## config.mk

```make
export PLATFORM = sky130hd
export DESIGN_NAME = pps_supervisor
export DESIGN_NICKNAME = d
export VERILOG_FILES = /design/src/pps_sync.v /design/src/pps_supervisor.v
export VERILOG_INCLUDE_DIRS = /design/src /design/src/src
export SDC_FILE = /design/constraint.sdc
export NUM_CORES = 1
export LEC_CHECK = 0
export BUFFER_PORTS_ARGS = -buffer_cell sky130_fd_sc_hd__buf_4
export CAP_MARGIN = 20
export CORE_UTILIZATION = 50
export CTS_CLUSTER_DIAMETER = 40
export CTS_CLUSTER_SIZE = 10
export DETAILED_ROUTE_END_ITERATION = 8
export PLACE_DENSITY = 0.75
export SYNTH_ARGS = -nofsm -noshare
export SYNTH_HDL_FRONTEND = slang
export SYNTH_SLANG_ARGS = --single-unit
```

## constraint.sdc

```tcl
create_clock -name clk -period 5.75 [get_ports clk]
set_clock_uncertainty 0.2 [all_clocks]
set_input_delay 0.8625 -clock clk [delete_from_list [all_inputs] [get_ports clk]]
set_output_delay 0.8625 -clock clk [all_outputs]
set_load 0.005 [all_outputs]
```

## src/pps_regs.vh

```
// Register map, field positions, reset values and timing for pps supervisor
`ifndef PPS_REGS_VH
`define PPS_REGS_VH

// Clock
`define PPS_CLK_PERIOD_NS 25

// Timing (figures in ns, cycle counts derived in the top module)
`define PPS_FAULT_HOLD_NS 10000000
`define PPS_ILIM_FLAG_DELAY_NS 8000000

// Register byte offsets
`define PPS_CTRL_OFS 8'h00
`define PPS_STATUS_OFS 8'h04
`define PPS_INT_STAT_OFS 8'h08
`define PPS_INT_MASK_OFS 8'h0C

// Reset values
`define PPS_CTRL_RST 2'h0
`define PPS_INT_MASK_RST 4'h0

// Control fields
`define PPS_CTRL_FORCE_OFF 0
`define PPS_CTRL_OVP_IGNORE 1

// Status fields
`define PPS_ST_STATE_LSB 0
`define PPS_ST_SRC_PATH 3
`define PPS_ST_SNK_PATH 4
`define PPS_ST_FLAG 5
`define PPS_ST_SRC_OT 6
`define PPS_ST_SNK_OT 7
`define PPS_ST_COND 8
`define PPS_ST_ILIM_LONG 9

// Interrupt status fields
`define PPS_INT_FLAG_SET 0
`define PPS_INT_FLAG_CLR 1
`define PPS_INT_SRC_TRIP 2
`define PPS_INT_SNK_TRIP 3

// Device states
`define PPS_STATE_DIS 3'h0
`define PPS_STATE_SNK 3'h1
`define PPS_STATE_SRC 3'h2

`endif

```

## src/pps_sync.v

```verilog
// Two-flop synchroniser for a bus of detector levels
`timescale 1ns/1ps
module pps_sync #(
	parameter WIDTH = 12
) (
	// Clock and reset
	input wire clk,
	input wire rst_b,
	// Levels
	input wire [WIDTH-1:0] d_in,
	output wire [WIDTH-1:0] d_out
);

reg [WIDTH-1:0] meta_reg;
reg [WIDTH-1:0] sync_reg;

// First stage feeds only the second stage
always @(posedge clk) begin
	if (!rst_b) begin
		meta_reg <= {WIDTH{1'b0}};
		sync_reg <= {WIDTH{1'b0}};
	end else begin
		meta_reg <= d_in;
		sync_reg <= meta_reg;
	end
end

assign d_out = sync_reg;

endmodule // pps_sync

```

## src/pps_supervisor.v

```verilog
// Fault supervisor for a dual power-path multiplexer with APB registers
// What this block does
// - Fault output only pulls low or floats, never drives high.
// - Once low, fault output stays low at least the hold time.
// - After hold time, release only when all flag-raising faults cleared.
// - Source request under source lockout stays disabled, no fault flag.
// - Source lockout after entering source: path off, disabled, fault flagged.
// - Source overvoltage with source requested or active: path off, flag.
// - Current limit flags only after lasting beyond the flag delay.
// - Source overtemp in current limit: path off until falling trip.
// - Source reverse current: path off, flag, auto re-enable when clear.
// - Bus lockout: sink path off, stay disabled, no fault flag.
// - Bus overvoltage with sink requested or active: path off, flag.
// - Sink reverse current: path off, no flag, auto re-enable.
// - Sink overtemp rising trip: path off, flag, until falling trip.
// - Bus overvoltage only evaluated when the sense input is in use.
`timescale 1ns/1ps
`include "pps_regs.vh"
module pps_supervisor #(
	parameter HOLD_CYC = `PPS_FAULT_HOLD_NS / `PPS_CLK_PERIOD_NS,
	parameter ILIM_CYC = `PPS_ILIM_FLAG_DELAY_NS / `PPS_CLK_PERIOD_NS,
	parameter CNT_W = 20
) (
	// Clock and reset
	input wire clk,
	input wire rst_b,
	// APB slave
	input wire psel,
	input wire penable,
	input wire pwrite,
	input wire [7:0] paddr,
	input wire [31:0] pwdata,
	output wire pready,
	output reg [31:0] prdata,
	output wire pslverr,
	// Requested mode: 00 off, 01 sink, 10 source 1.5 A, 11 source 3 A
	input wire [1:0] mode_req,
	// Fault detector levels, asynchronous
	input wire source_undervoltage_lockout,
	input wire source_overvoltage_fault,
	input wire source_current_limit_fault,
	input wire source_overtemp_rise_trip,
	input wire source_overtemp_fall_trip,
	input wire source_reverse_current_fault,
	input wire bus_undervoltage_lockout,
	input wire bus_overvoltage_fault,
	input wire sink_reverse_current_fault,
	input wire sink_overtemp_rise_trip,
	input wire sink_overtemp_fall_trip,
	input wire overvoltage_sense_input,
	// Path controls and state
	output reg source_supply_path_en,
	output reg source_limit_high,
	output reg sink_output_path_en,
	output wire sourcing_state,
	output wire sinking_state,
	// Open-drain fault pin
	output wire fault_out_n_o,
	output wire fault_out_n_oe,
	// Interrupt
	output wire irq
);

localparam ST_DIS = `PPS_STATE_DIS;
localparam ST_SNK = `PPS_STATE_SNK;
localparam ST_SRC = `PPS_STATE_SRC;
// Counts are cut to the counter width on purpose
localparam [31:0] HOLD_M1 = HOLD_CYC - 1;
localparam [31:0] ILIM_M1 = ILIM_CYC - 1;
localparam [CNT_W-1:0] HOLD_LOAD = HOLD_M1[CNT_W-1:0];
localparam [CNT_W-1:0] ILIM_LAST = ILIM_M1[CNT_W-1:0];

wire [11:0] raw_w;
wire [11:0] det_w;
wire uvlo5;
wire ovp5;
wire ilim5;
wire ot5_r;
wire ot5_f;
wire rcp5;
wire uvlo_bus;
wire ovp_bus;
wire rcp_hv;
wire othv_r;
wire othv_f;
wire ovp_used;

reg [2:0] state_reg;
reg [2:0] state_next;
reg [1:0] ctrl_reg;
reg [3:0] int_stat_reg;
reg [3:0] int_mask_reg;
reg src_ot_reg;
reg snk_ot_reg;
reg uvlo_trip_reg;
reg flag_reg;
reg [CNT_W-1:0] hold_cnt_reg;
reg [CNT_W-1:0] ilim_cnt_reg;
reg ilim_long_reg;
reg src_on_prev_reg;
reg snk_on_prev_reg;

wire req_src;
wire req_snk;
wire src_ctx;
wire snk_ctx;
wire bus_ovp_act;
wire src_cond;
wire snk_cond;
wire fault_cond;
wire src_on;
wire snk_on;
wire src_blocked;
wire snk_blocked;
wire flag_set_ev;
wire flag_clr_ev;
wire src_trip_ev;
wire snk_trip_ev;
wire wr_acc;
wire addr_ok;
wire [9:0] status_w;
reg [31:0] rdata_mux;

assign raw_w = {overvoltage_sense_input, sink_overtemp_fall_trip,
	sink_overtemp_rise_trip, sink_reverse_current_fault,
	bus_overvoltage_fault, bus_undervoltage_lockout,
	source_reverse_current_fault, source_overtemp_fall_trip,
	source_overtemp_rise_trip, source_current_limit_fault,
	source_overvoltage_fault, source_undervoltage_lockout};

pps_sync #(
	.WIDTH(12)
) u_sync (
	.clk(clk),
	.rst_b(rst_b),
	.d_in(raw_w),
	.d_out(det_w)
);

assign uvlo5 = det_w[0];
assign ovp5 = det_w[1];
assign ilim5 = det_w[2];
assign ot5_r = det_w[3];
assign ot5_f = det_w[4];
assign rcp5 = det_w[5];
assign uvlo_bus = det_w[6];
assign ovp_bus = det_w[7];
assign rcp_hv = det_w[8];
assign othv_r = det_w[9];
assign othv_f = det_w[10];
assign ovp_used = det_w[11];

// Mode request decode; the controller returns to off between roles
assign req_src = mode_req[1];
assign req_snk = (mode_req == 2'b01);
assign src_ctx = req_src | (state_reg == ST_SRC);
assign snk_ctx = req_snk | (state_reg == ST_SNK);

assign bus_ovp_act = ovp_used & ovp_bus & ~ctrl_reg[`PPS_CTRL_OVP_IGNORE];

// Device state machine; lockouts hold it in disabled
always @* begin
	state_next = state_reg;
	case (state_reg)
		ST_DIS: begin
			if (req_src && !uvlo5) begin
				state_next = ST_SRC;
			end else if (req_snk && !uvlo_bus) begin
				state_next = ST_SNK;
			end
		end
		ST_SRC: begin
			if (!req_src || uvlo5) begin
				state_next = ST_DIS;
			end
		end
		ST_SNK: begin
			if (!req_snk || uvlo_bus) begin
				state_next = ST_DIS;
			end
		end
		default: begin
			state_next = ST_DIS;
		end
	endcase
end

// State, latches and lockout trip marker
always @(posedge clk) begin
	if (!rst_b) begin
		state_reg <= ST_DIS;
		uvlo_trip_reg <= 1'b0;
		src_ot_reg <= 1'b0;
		snk_ot_reg <= 1'b0;
	end else begin
		state_reg <= state_next;
		// lockout after entry raises the flag
		if (state_reg == ST_SRC && req_src && uvlo5) begin
			uvlo_trip_reg <= 1'b1;
		end else if (!uvlo5 || !req_src) begin
			uvlo_trip_reg <= 1'b0;
		end
		// source overtemp latch, held to falling trip
		if (src_ctx && ot5_r && ilim5) begin
			src_ot_reg <= 1'b1;
		end else if (ot5_f) begin
			src_ot_reg <= 1'b0;
		end
		// sink overtemp latch, held to falling trip
		if (snk_ctx && othv_r) begin
			snk_ot_reg <= 1'b1;
		end else if (othv_f) begin
			snk_ot_reg <= 1'b0;
		end
	end
end

// current-limit persistence timer in clock cycles
always @(posedge clk) begin
	if (!rst_b) begin
		ilim_cnt_reg <= {CNT_W{1'b0}};
		ilim_long_reg <= 1'b0;
	end else if (ilim5 && state_reg == ST_SRC) begin
		if (ilim_cnt_reg == ILIM_LAST) begin
			ilim_long_reg <= 1'b1;
		end else begin
			ilim_cnt_reg <= ilim_cnt_reg + 1'b1;
		end
	end else begin
		// Short events vanish without a trace
		ilim_cnt_reg <= {CNT_W{1'b0}};
		ilim_long_reg <= 1'b0;
	end
end

assign src_blocked = ovp5 | rcp5 | src_ot_reg;
assign snk_blocked = bus_ovp_act | rcp_hv | snk_ot_reg | uvlo_bus;

// Flag-raising conditions; sink reverse current and bus lockout excluded
assign src_cond = (src_ctx & (ovp5 | rcp5 | src_ot_reg | ilim_long_reg))
	| uvlo_trip_reg;
assign snk_cond = snk_ctx & (bus_ovp_act | snk_ot_reg);
assign fault_cond = src_cond | snk_cond;

// paths re-enable on their own once blocking clears
assign src_on = (state_reg == ST_SRC) & ~src_blocked & ~uvlo5
	& ~ctrl_reg[`PPS_CTRL_FORCE_OFF];
// bus lockout keeps the sink path off
assign snk_on = (state_reg == ST_SNK) & ~snk_blocked
	& ~ctrl_reg[`PPS_CTRL_FORCE_OFF];

// Registered path drives
always @(posedge clk) begin
	if (!rst_b) begin
		source_supply_path_en <= 1'b0;
		source_limit_high <= 1'b0;
		sink_output_path_en <= 1'b0;
		src_on_prev_reg <= 1'b0;
		snk_on_prev_reg <= 1'b0;
	end else begin
		source_supply_path_en <= src_on;
		source_limit_high <= mode_req[0] & req_src;
		sink_output_path_en <= snk_on;
		src_on_prev_reg <= src_on;
		snk_on_prev_reg <= snk_on;
	end
end

assign sourcing_state = (state_reg == ST_SRC);
assign sinking_state = (state_reg == ST_SNK);

// Fault flag with minimum hold; counter loads on assertion
always @(posedge clk) begin
	if (!rst_b) begin
		flag_reg <= 1'b0;
		hold_cnt_reg <= {CNT_W{1'b0}};
	end else if (!flag_reg) begin
		if (fault_cond) begin
			flag_reg <= 1'b1;
			hold_cnt_reg <= HOLD_LOAD;
		end
	// hold low for the full time
	end else if (hold_cnt_reg != {CNT_W{1'b0}}) begin
		hold_cnt_reg <= hold_cnt_reg - 1'b1;
	// release only with all conditions gone
	end else if (!fault_cond) begin
		flag_reg <= 1'b0;
	end
end

// open drain: pull low or float, never high
assign fault_out_n_o = 1'b0;
assign fault_out_n_oe = flag_reg;

// Interrupt events
assign flag_set_ev = ~flag_reg & fault_cond;
assign flag_clr_ev = flag_reg & (hold_cnt_reg == {CNT_W{1'b0}})
	& ~fault_cond;
assign src_trip_ev = src_on_prev_reg & ~src_on & src_cond;
assign snk_trip_ev = snk_on_prev_reg & ~snk_on & snk_ctx & snk_blocked;

// APB decode; zero wait states
assign wr_acc = psel & penable & pwrite;
assign addr_ok = (paddr == `PPS_CTRL_OFS) | (paddr == `PPS_STATUS_OFS)
	| (paddr == `PPS_INT_STAT_OFS) | (paddr == `PPS_INT_MASK_OFS);
assign pready = 1'b1;
assign pslverr = psel & penable & ~addr_ok;

// Control, mask and sticky status; a new event beats a clear
always @(posedge clk) begin
	if (!rst_b) begin
		ctrl_reg <= `PPS_CTRL_RST;
		int_mask_reg <= `PPS_INT_MASK_RST;
		int_stat_reg <= 4'h0;
	end else begin
		if (wr_acc && paddr == `PPS_CTRL_OFS) begin
			ctrl_reg <= pwdata[1:0];
		end
		if (wr_acc && paddr == `PPS_INT_MASK_OFS) begin
			int_mask_reg <= pwdata[3:0];
		end
		int_stat_reg <= (int_stat_reg
			& ~((wr_acc && paddr == `PPS_INT_STAT_OFS) ? pwdata[3:0] : 4'h0))
			| {snk_trip_ev, src_trip_ev, flag_clr_ev, flag_set_ev};
	end
end

assign irq = |(int_stat_reg & int_mask_reg);

assign status_w = {ilim_long_reg, fault_cond, snk_ot_reg, src_ot_reg,
	flag_reg, sink_output_path_en, source_supply_path_en, state_reg};

// Read mux; unmapped addresses read zero
always @* begin
	if (paddr == `PPS_CTRL_OFS) begin
		rdata_mux = {30'h0, ctrl_reg};
	end else if (paddr == `PPS_STATUS_OFS) begin
		rdata_mux = {22'h0, status_w};
	end else if (paddr == `PPS_INT_STAT_OFS) begin
		rdata_mux = {28'h0, int_stat_reg};
	end else if (paddr == `PPS_INT_MASK_OFS) begin
		rdata_mux = {28'h0, int_mask_reg};
	end else begin
		rdata_mux = 32'h0;
	end
end

// Read data captured in the setup cycle so it is flopped at access
always @(posedge clk) begin
	if (!rst_b) begin
		prdata <= 32'h0;
	end else if (psel && !penable && !pwrite) begin
		prdata <= rdata_mux;
	end
end

endmodule // pps_supervisor

```

* Word level (Yosys, flattened, before mapping)
Index checks and enable logic that the tools add are counted.
Storage, ports and cells: register bits 117, bits in latches 0, RAM bits 0, ROM bits 0, output and inout port bits 42, memories kept 0
Cells by class: add/sub/neg operators 2, multiply operators 0, div/mod/pow operators 0, magnitude comparators 0, equal/unequal tests 11, shift-type cells 0, multiplexer cells 22, bitwise logic cells 49, reduce and logical (&&, ||, !) cells 34
Operator list (count):
- $mux W20 | 3
- $and A1 B1 Y1 | 21
- $add A20 B1 Y20 const B | 1
- $eq A20 B19 Y1 const B | 1
- $logic_not A20 Y1 | 1
- $mux W10 | 2
- $reduce_bool A20 Y1 | 1
- $sub A20 B1 Y20 const B | 1
- $eq A8 B4 Y1 const B | 2
- $or A1 B1 Y1 | 14
- $logic_and A1 B1 Y1 | 13
- $mux W3 | 4
- $mux W4 | 3
- $not A1 Y1 | 10
- $mux W1 | 9
- $pmux W3 S3 | 1
- $and A4 B4 Y4 | 2
- $eq A8 B3 Y1 const B | 1
- $logic_not A8 Y1 | 1
- $reduce_bool A2 Y1 | 4
- $logic_not A1 Y1 | 6
- $ne A2 B1 Y1 const B | 3
- $not A4 Y4 | 1
- $or A4 B4 Y4 | 1
- 9 further kinds | 12

* Longest topological paths before layout
depth after elaboration 13, gate-level depth with buffers 8, gate-level depth less buffers 7

* Hierarchy
Synthesis repeated with hierarchy kept, for this count alone.
Second synthesis, totals: cell total of the unflattened synthesis 446, area total of the unflattened synthesis 4125.2 um^2
Modules (own cells, without submodules):
- pps_supervisor | instances 1, cells an instance 396, area each 3449.6 um^2
- pps_sync | instances 1, cells an instance 50, area each 675.6 um^2

* Worst setup path after synthesis
Ideal clock, no wire load.
path type in2out, from in paddr[5], to out pslverr, arrival 1.311 ns, required time 4.688 ns, slack 3.376 ns, cell stages on the path 3, path buffers 0, cells stage by stage nor2_1 -> nand3_1 -> and3_1
Between the ends: cells in the longest elaborated chain, start to end 6, elaborated cells on any way between the ends 9
RTL lines:
- start: declaration | line pps_supervisor.v:31 | input wire [7:0] paddr,
- $eq A8 B3 Y1 (no source line) / $logic_not A8 Y1 (equally long branches)
- $or A1 B1 Y1 (2 in series) | line pps_supervisor.v:304 | assign addr_ok = (paddr == `PPS_CTRL_OFS) | (paddr == `PPS_STATUS_OFS)
- $or A1 B1 Y1 (*) | line pps_supervisor.v:304
- $not A1 Y1 (*) | line pps_supervisor.v:307 | assign pslverr = psel & penable & ~addr_ok;
- $and A1 B1 Y1 (*) | line pps_supervisor.v:307
- end: declaration | line pps_supervisor.v:35 | output wire pslverr,
Mark *: on every way between the ends. The rest lies on a longest branch, timed or not.

* Final worst setup path
Ends and elaborated chain as after synthesis.

==> flow_summary_export.csv <==
group,metric,value,unit
clock_tree,cts-root-buf,"clkbuf_8",
detailed_routing,wire_per_inst,13.5,microns
worst_setup_path,r2r_cells,5,
sta,post-route-min-period,2.67,ns
detailed_routing,drt_iter0_markers,203,
place,dp.cells,583,
clock_tree,cts_tree,"yes",
final_layout,syn_to_final_growth,12.9,%
global_routing,overflow,0,
synthesis,yosys.cell_types.count,65,
global_routing,grt_util_all_layers,0.205,
place,routabilityCongestion,0.838,
die,pin_count,101,
synthesis,synth-main-ff-cell,"dfxtp_1",
detailed_routing,dr_total_vias,3252,
sta,rsz0062_at_grt,"false",
global_routing,grt_pass1_vias,3182,
sta,tns,0,ns
die,die_area,8680,sq um
worst_setup_path,critical_path_arrival,1.61,ns
synthesis,synth_edf_count,0,
synthesis,seq_area_frac_synth,0.453,
die,die_w,93.2,microns
final_layout,fin_area,4690,sq um
place,dp_hpwl,5750,microns
clock_tree,cts.sinks,94,
global_routing,grt_start_max_net_pins,38,
synthesis,ys_warn_count,0,
die,core_region_area,7890,sq um
clock_tree,htreeDepth,3,
power_and_ir_drop,power.density,285,nW/um^2
status,outcome,"finished, final reports clean",
sta,setup_viol,0,
worst_setup_path,critPathRequiredTime,4.69,ns
die,chipHeight,93.2,microns
worst_setup_path,startpoint_type,"primary input",
final_layout,fin_cells,599,
place,portBuffers,48,
synthesis,synth_area,4160,sq um
sta,finalHoldViolations,0,
clock_tree,cts_setup_buffers,0,
sta,fin_crit_sh,0.464,
final_layout,drive_gt1_frac,0.167,
sta,drv_slew,0,
die,start_util,0.527,
clock_tree,cts.hold.buffers_added,0,
power_and_ir_drop,ir_worst_vdd,0.000209,V
sta,fmax,374,MHz
worst_setup_path,startpoint,"paddr[5]",
worst_setup_path,cp_max_fo,4,
worst_setup_path,crit-reg2reg-launch,"src_ot_reg",
sta,worstMarginPinSlew,0.775,ns
final_layout,antenna_cells,0,
clock_tree,cts_buffers,9,
global_routing,antenna_found_initial,0,
job,max-cap-violations,0,
clock_tree,clk_path_buf_depth,2,
die,num_rows,32,
synthesis,async_reset_ff_frac,0,
worst_setup_path,endpoint,"pslverr",
synthesis,avgSynthCellArea,9.26,sq um
place,place_area,4490,sq um
synthesis,synth_cells,449,
clock_tree,cts_resized,0,
final_layout,nets,554,
worst_setup_path,r2r_setup_slack,3.38,ns
synthesis,synth-seq-cells,94,
sta,holdWs,0.233,ns
power_and_ir_drop,p_leak,1.86,nW
final_layout,regArea,1880,sq um
final_layout,most-common-layout-cells,"dfxtp_1 (94), nor2_1 (51), buf_4 (48)",
detailed_routing,firstDrtPassIters,4,
final_layout,fill_cells,680,
final_layout,final_common_cell,"dfxtp_1",
detailed_routing,drt-total-wl,8060,microns
sta,relSlewSlack,0.482,
global_routing,grt_pass1_wl,14300,microns
clock_tree,clkTransAtPathRegs,0.09,ns
worst_hold_path,hold_class,"reg2reg",
worst_setup_path,critical_path_class,"in2out",
clock_tree,clk_latency,0.37,ns
detailed_routing,via_per_inst,5.43,
detailed_routing,ant_nets,0,
worst_setup_path,endpoint_kind,"primary output",
detailed_routing,drc,0,
final_layout,multi_input_area,2060,sq um
worst_setup_path,timing.rr.end,"hold_cnt_reg[8]",
==> metrics by stage <==
| step | setup WS [ns] | total power, W | utilization |
|---|---|---|---|
| after global placement | 3.00 | 0.000908 | 0.569 |
| after global routing | 3.01 | 0.00140 | 0.595 |
| final | 3.08 | 0.00134 | 0.595 |
| after detailed placement | 3.01 | 0.000915 | 0.569 |
| after floorplan | 3.38 | 0.000872 | - |
| after CTS | 3.08 | 0.00134 | 0.595 |
==> report_power, final <==
group          internal (W)  total (W)  switching [W]
sequential         0.000678   0.000705      0.0000270
clock              0.000173   0.000432       0.000259
combinational     0.0000820   0.000199       0.000117
total              0.000933    0.00134       0.000403
==> synthesized netlist by cell type (all sizes together), types with 2 or more instances <==
cell	n	area, sq um
nor2	52	198
buf	29	205
and4	4	35.0
conb	2	7.51
or2	2	12.5
and2	28	176
o31a	3	26.3
nand3	13	65.1
inv	15	56.3
nand2	19	71.3
clkbuf	9	33.8
mux4	2	45.0
mux2i	9	90.1
o41ai	2	17.5
nor4	12	87.6
nor3b	2	25.0
a22oi	11	82.6
ha	3	37.5
or3	6	42.5
dfxtp	94	1880
nand4	12	90.1
o21ai	13	68.8
nand2b	5	31.3
a211oi	4	30.0
and3	5	31.3
or4	3	26.3
xor2	14	123
a21oi	21	109
xnor2	12	105
nand4b	2	17.5
nor3	16	96.4
o211ai	7	52.6
==> area by class of cell <==
class                   count  share of cell area
clock buffers               9              0.0264
clock inverters             7              0.0171
repair buffers             48              0.0768
well taps                 102              0.0272
inverters                  15              0.0120
multi-input cells         324               0.439
flip-flops and latches     94               0.401
==> routing by layer <==
metal / share of wire / wire length, microns / GRT usage / up-vias
met5: 0 / 0 / 0 / -
met4: 0.015 / 118 / 0.0692 / 0
met3: 0.044 / 356 / 0.0447 / 12
met2: 0.47 / 3800 / 0.346 / 70
met1: 0.47 / 3780 / 0.260 / 1547
li1: - / - / - / 1623
==> worst max-delay path: stages <==
cell	delay [ns]
buf_4	0.10
nor2_1	0.12
nand3_1	0.17
and3_1	0.22
buf_4	0.13
==> cell families after synthesis <==
kind of cell / after synthesis / synth area share
XOR/XNOR: 26 / 0.0548
adder cells (fa/ha/maj): 3 / 0.00903
AO/OA/AOI/OAI: 73 / 0.123
buffers and inverters: 53 / 0.0710
other: 2 / 0.00181
flip-flops: 94 / 0.453
AND/OR/NAND/NOR: 186 / 0.252
multiplexers: 12 / 0.0352
==> worst min-delay path by stage <==
stage | start | cells after the start | slack [ns] | end
floorplan | u_sync.d_out[6] | 1 | 0.20 | state_reg[0]
CTS | u_sync.d_out[6] | 1 | 0.24 | state_reg[0]
global route | u_sync.meta_reg[3] | 1 | 0.25 | u_sync.d_out[3]
finish | u_sync.d_out[6] | 1 | 0.23 | state_reg[0]
detailed placement | u_sync.meta_reg[4] | 1 | 0.22 | u_sync.d_out[4]
global placement | u_sync.d_out[6] | 1 | 0.21 | state_reg[0]
No activity file was read; power rests on OpenSTA's default activity.
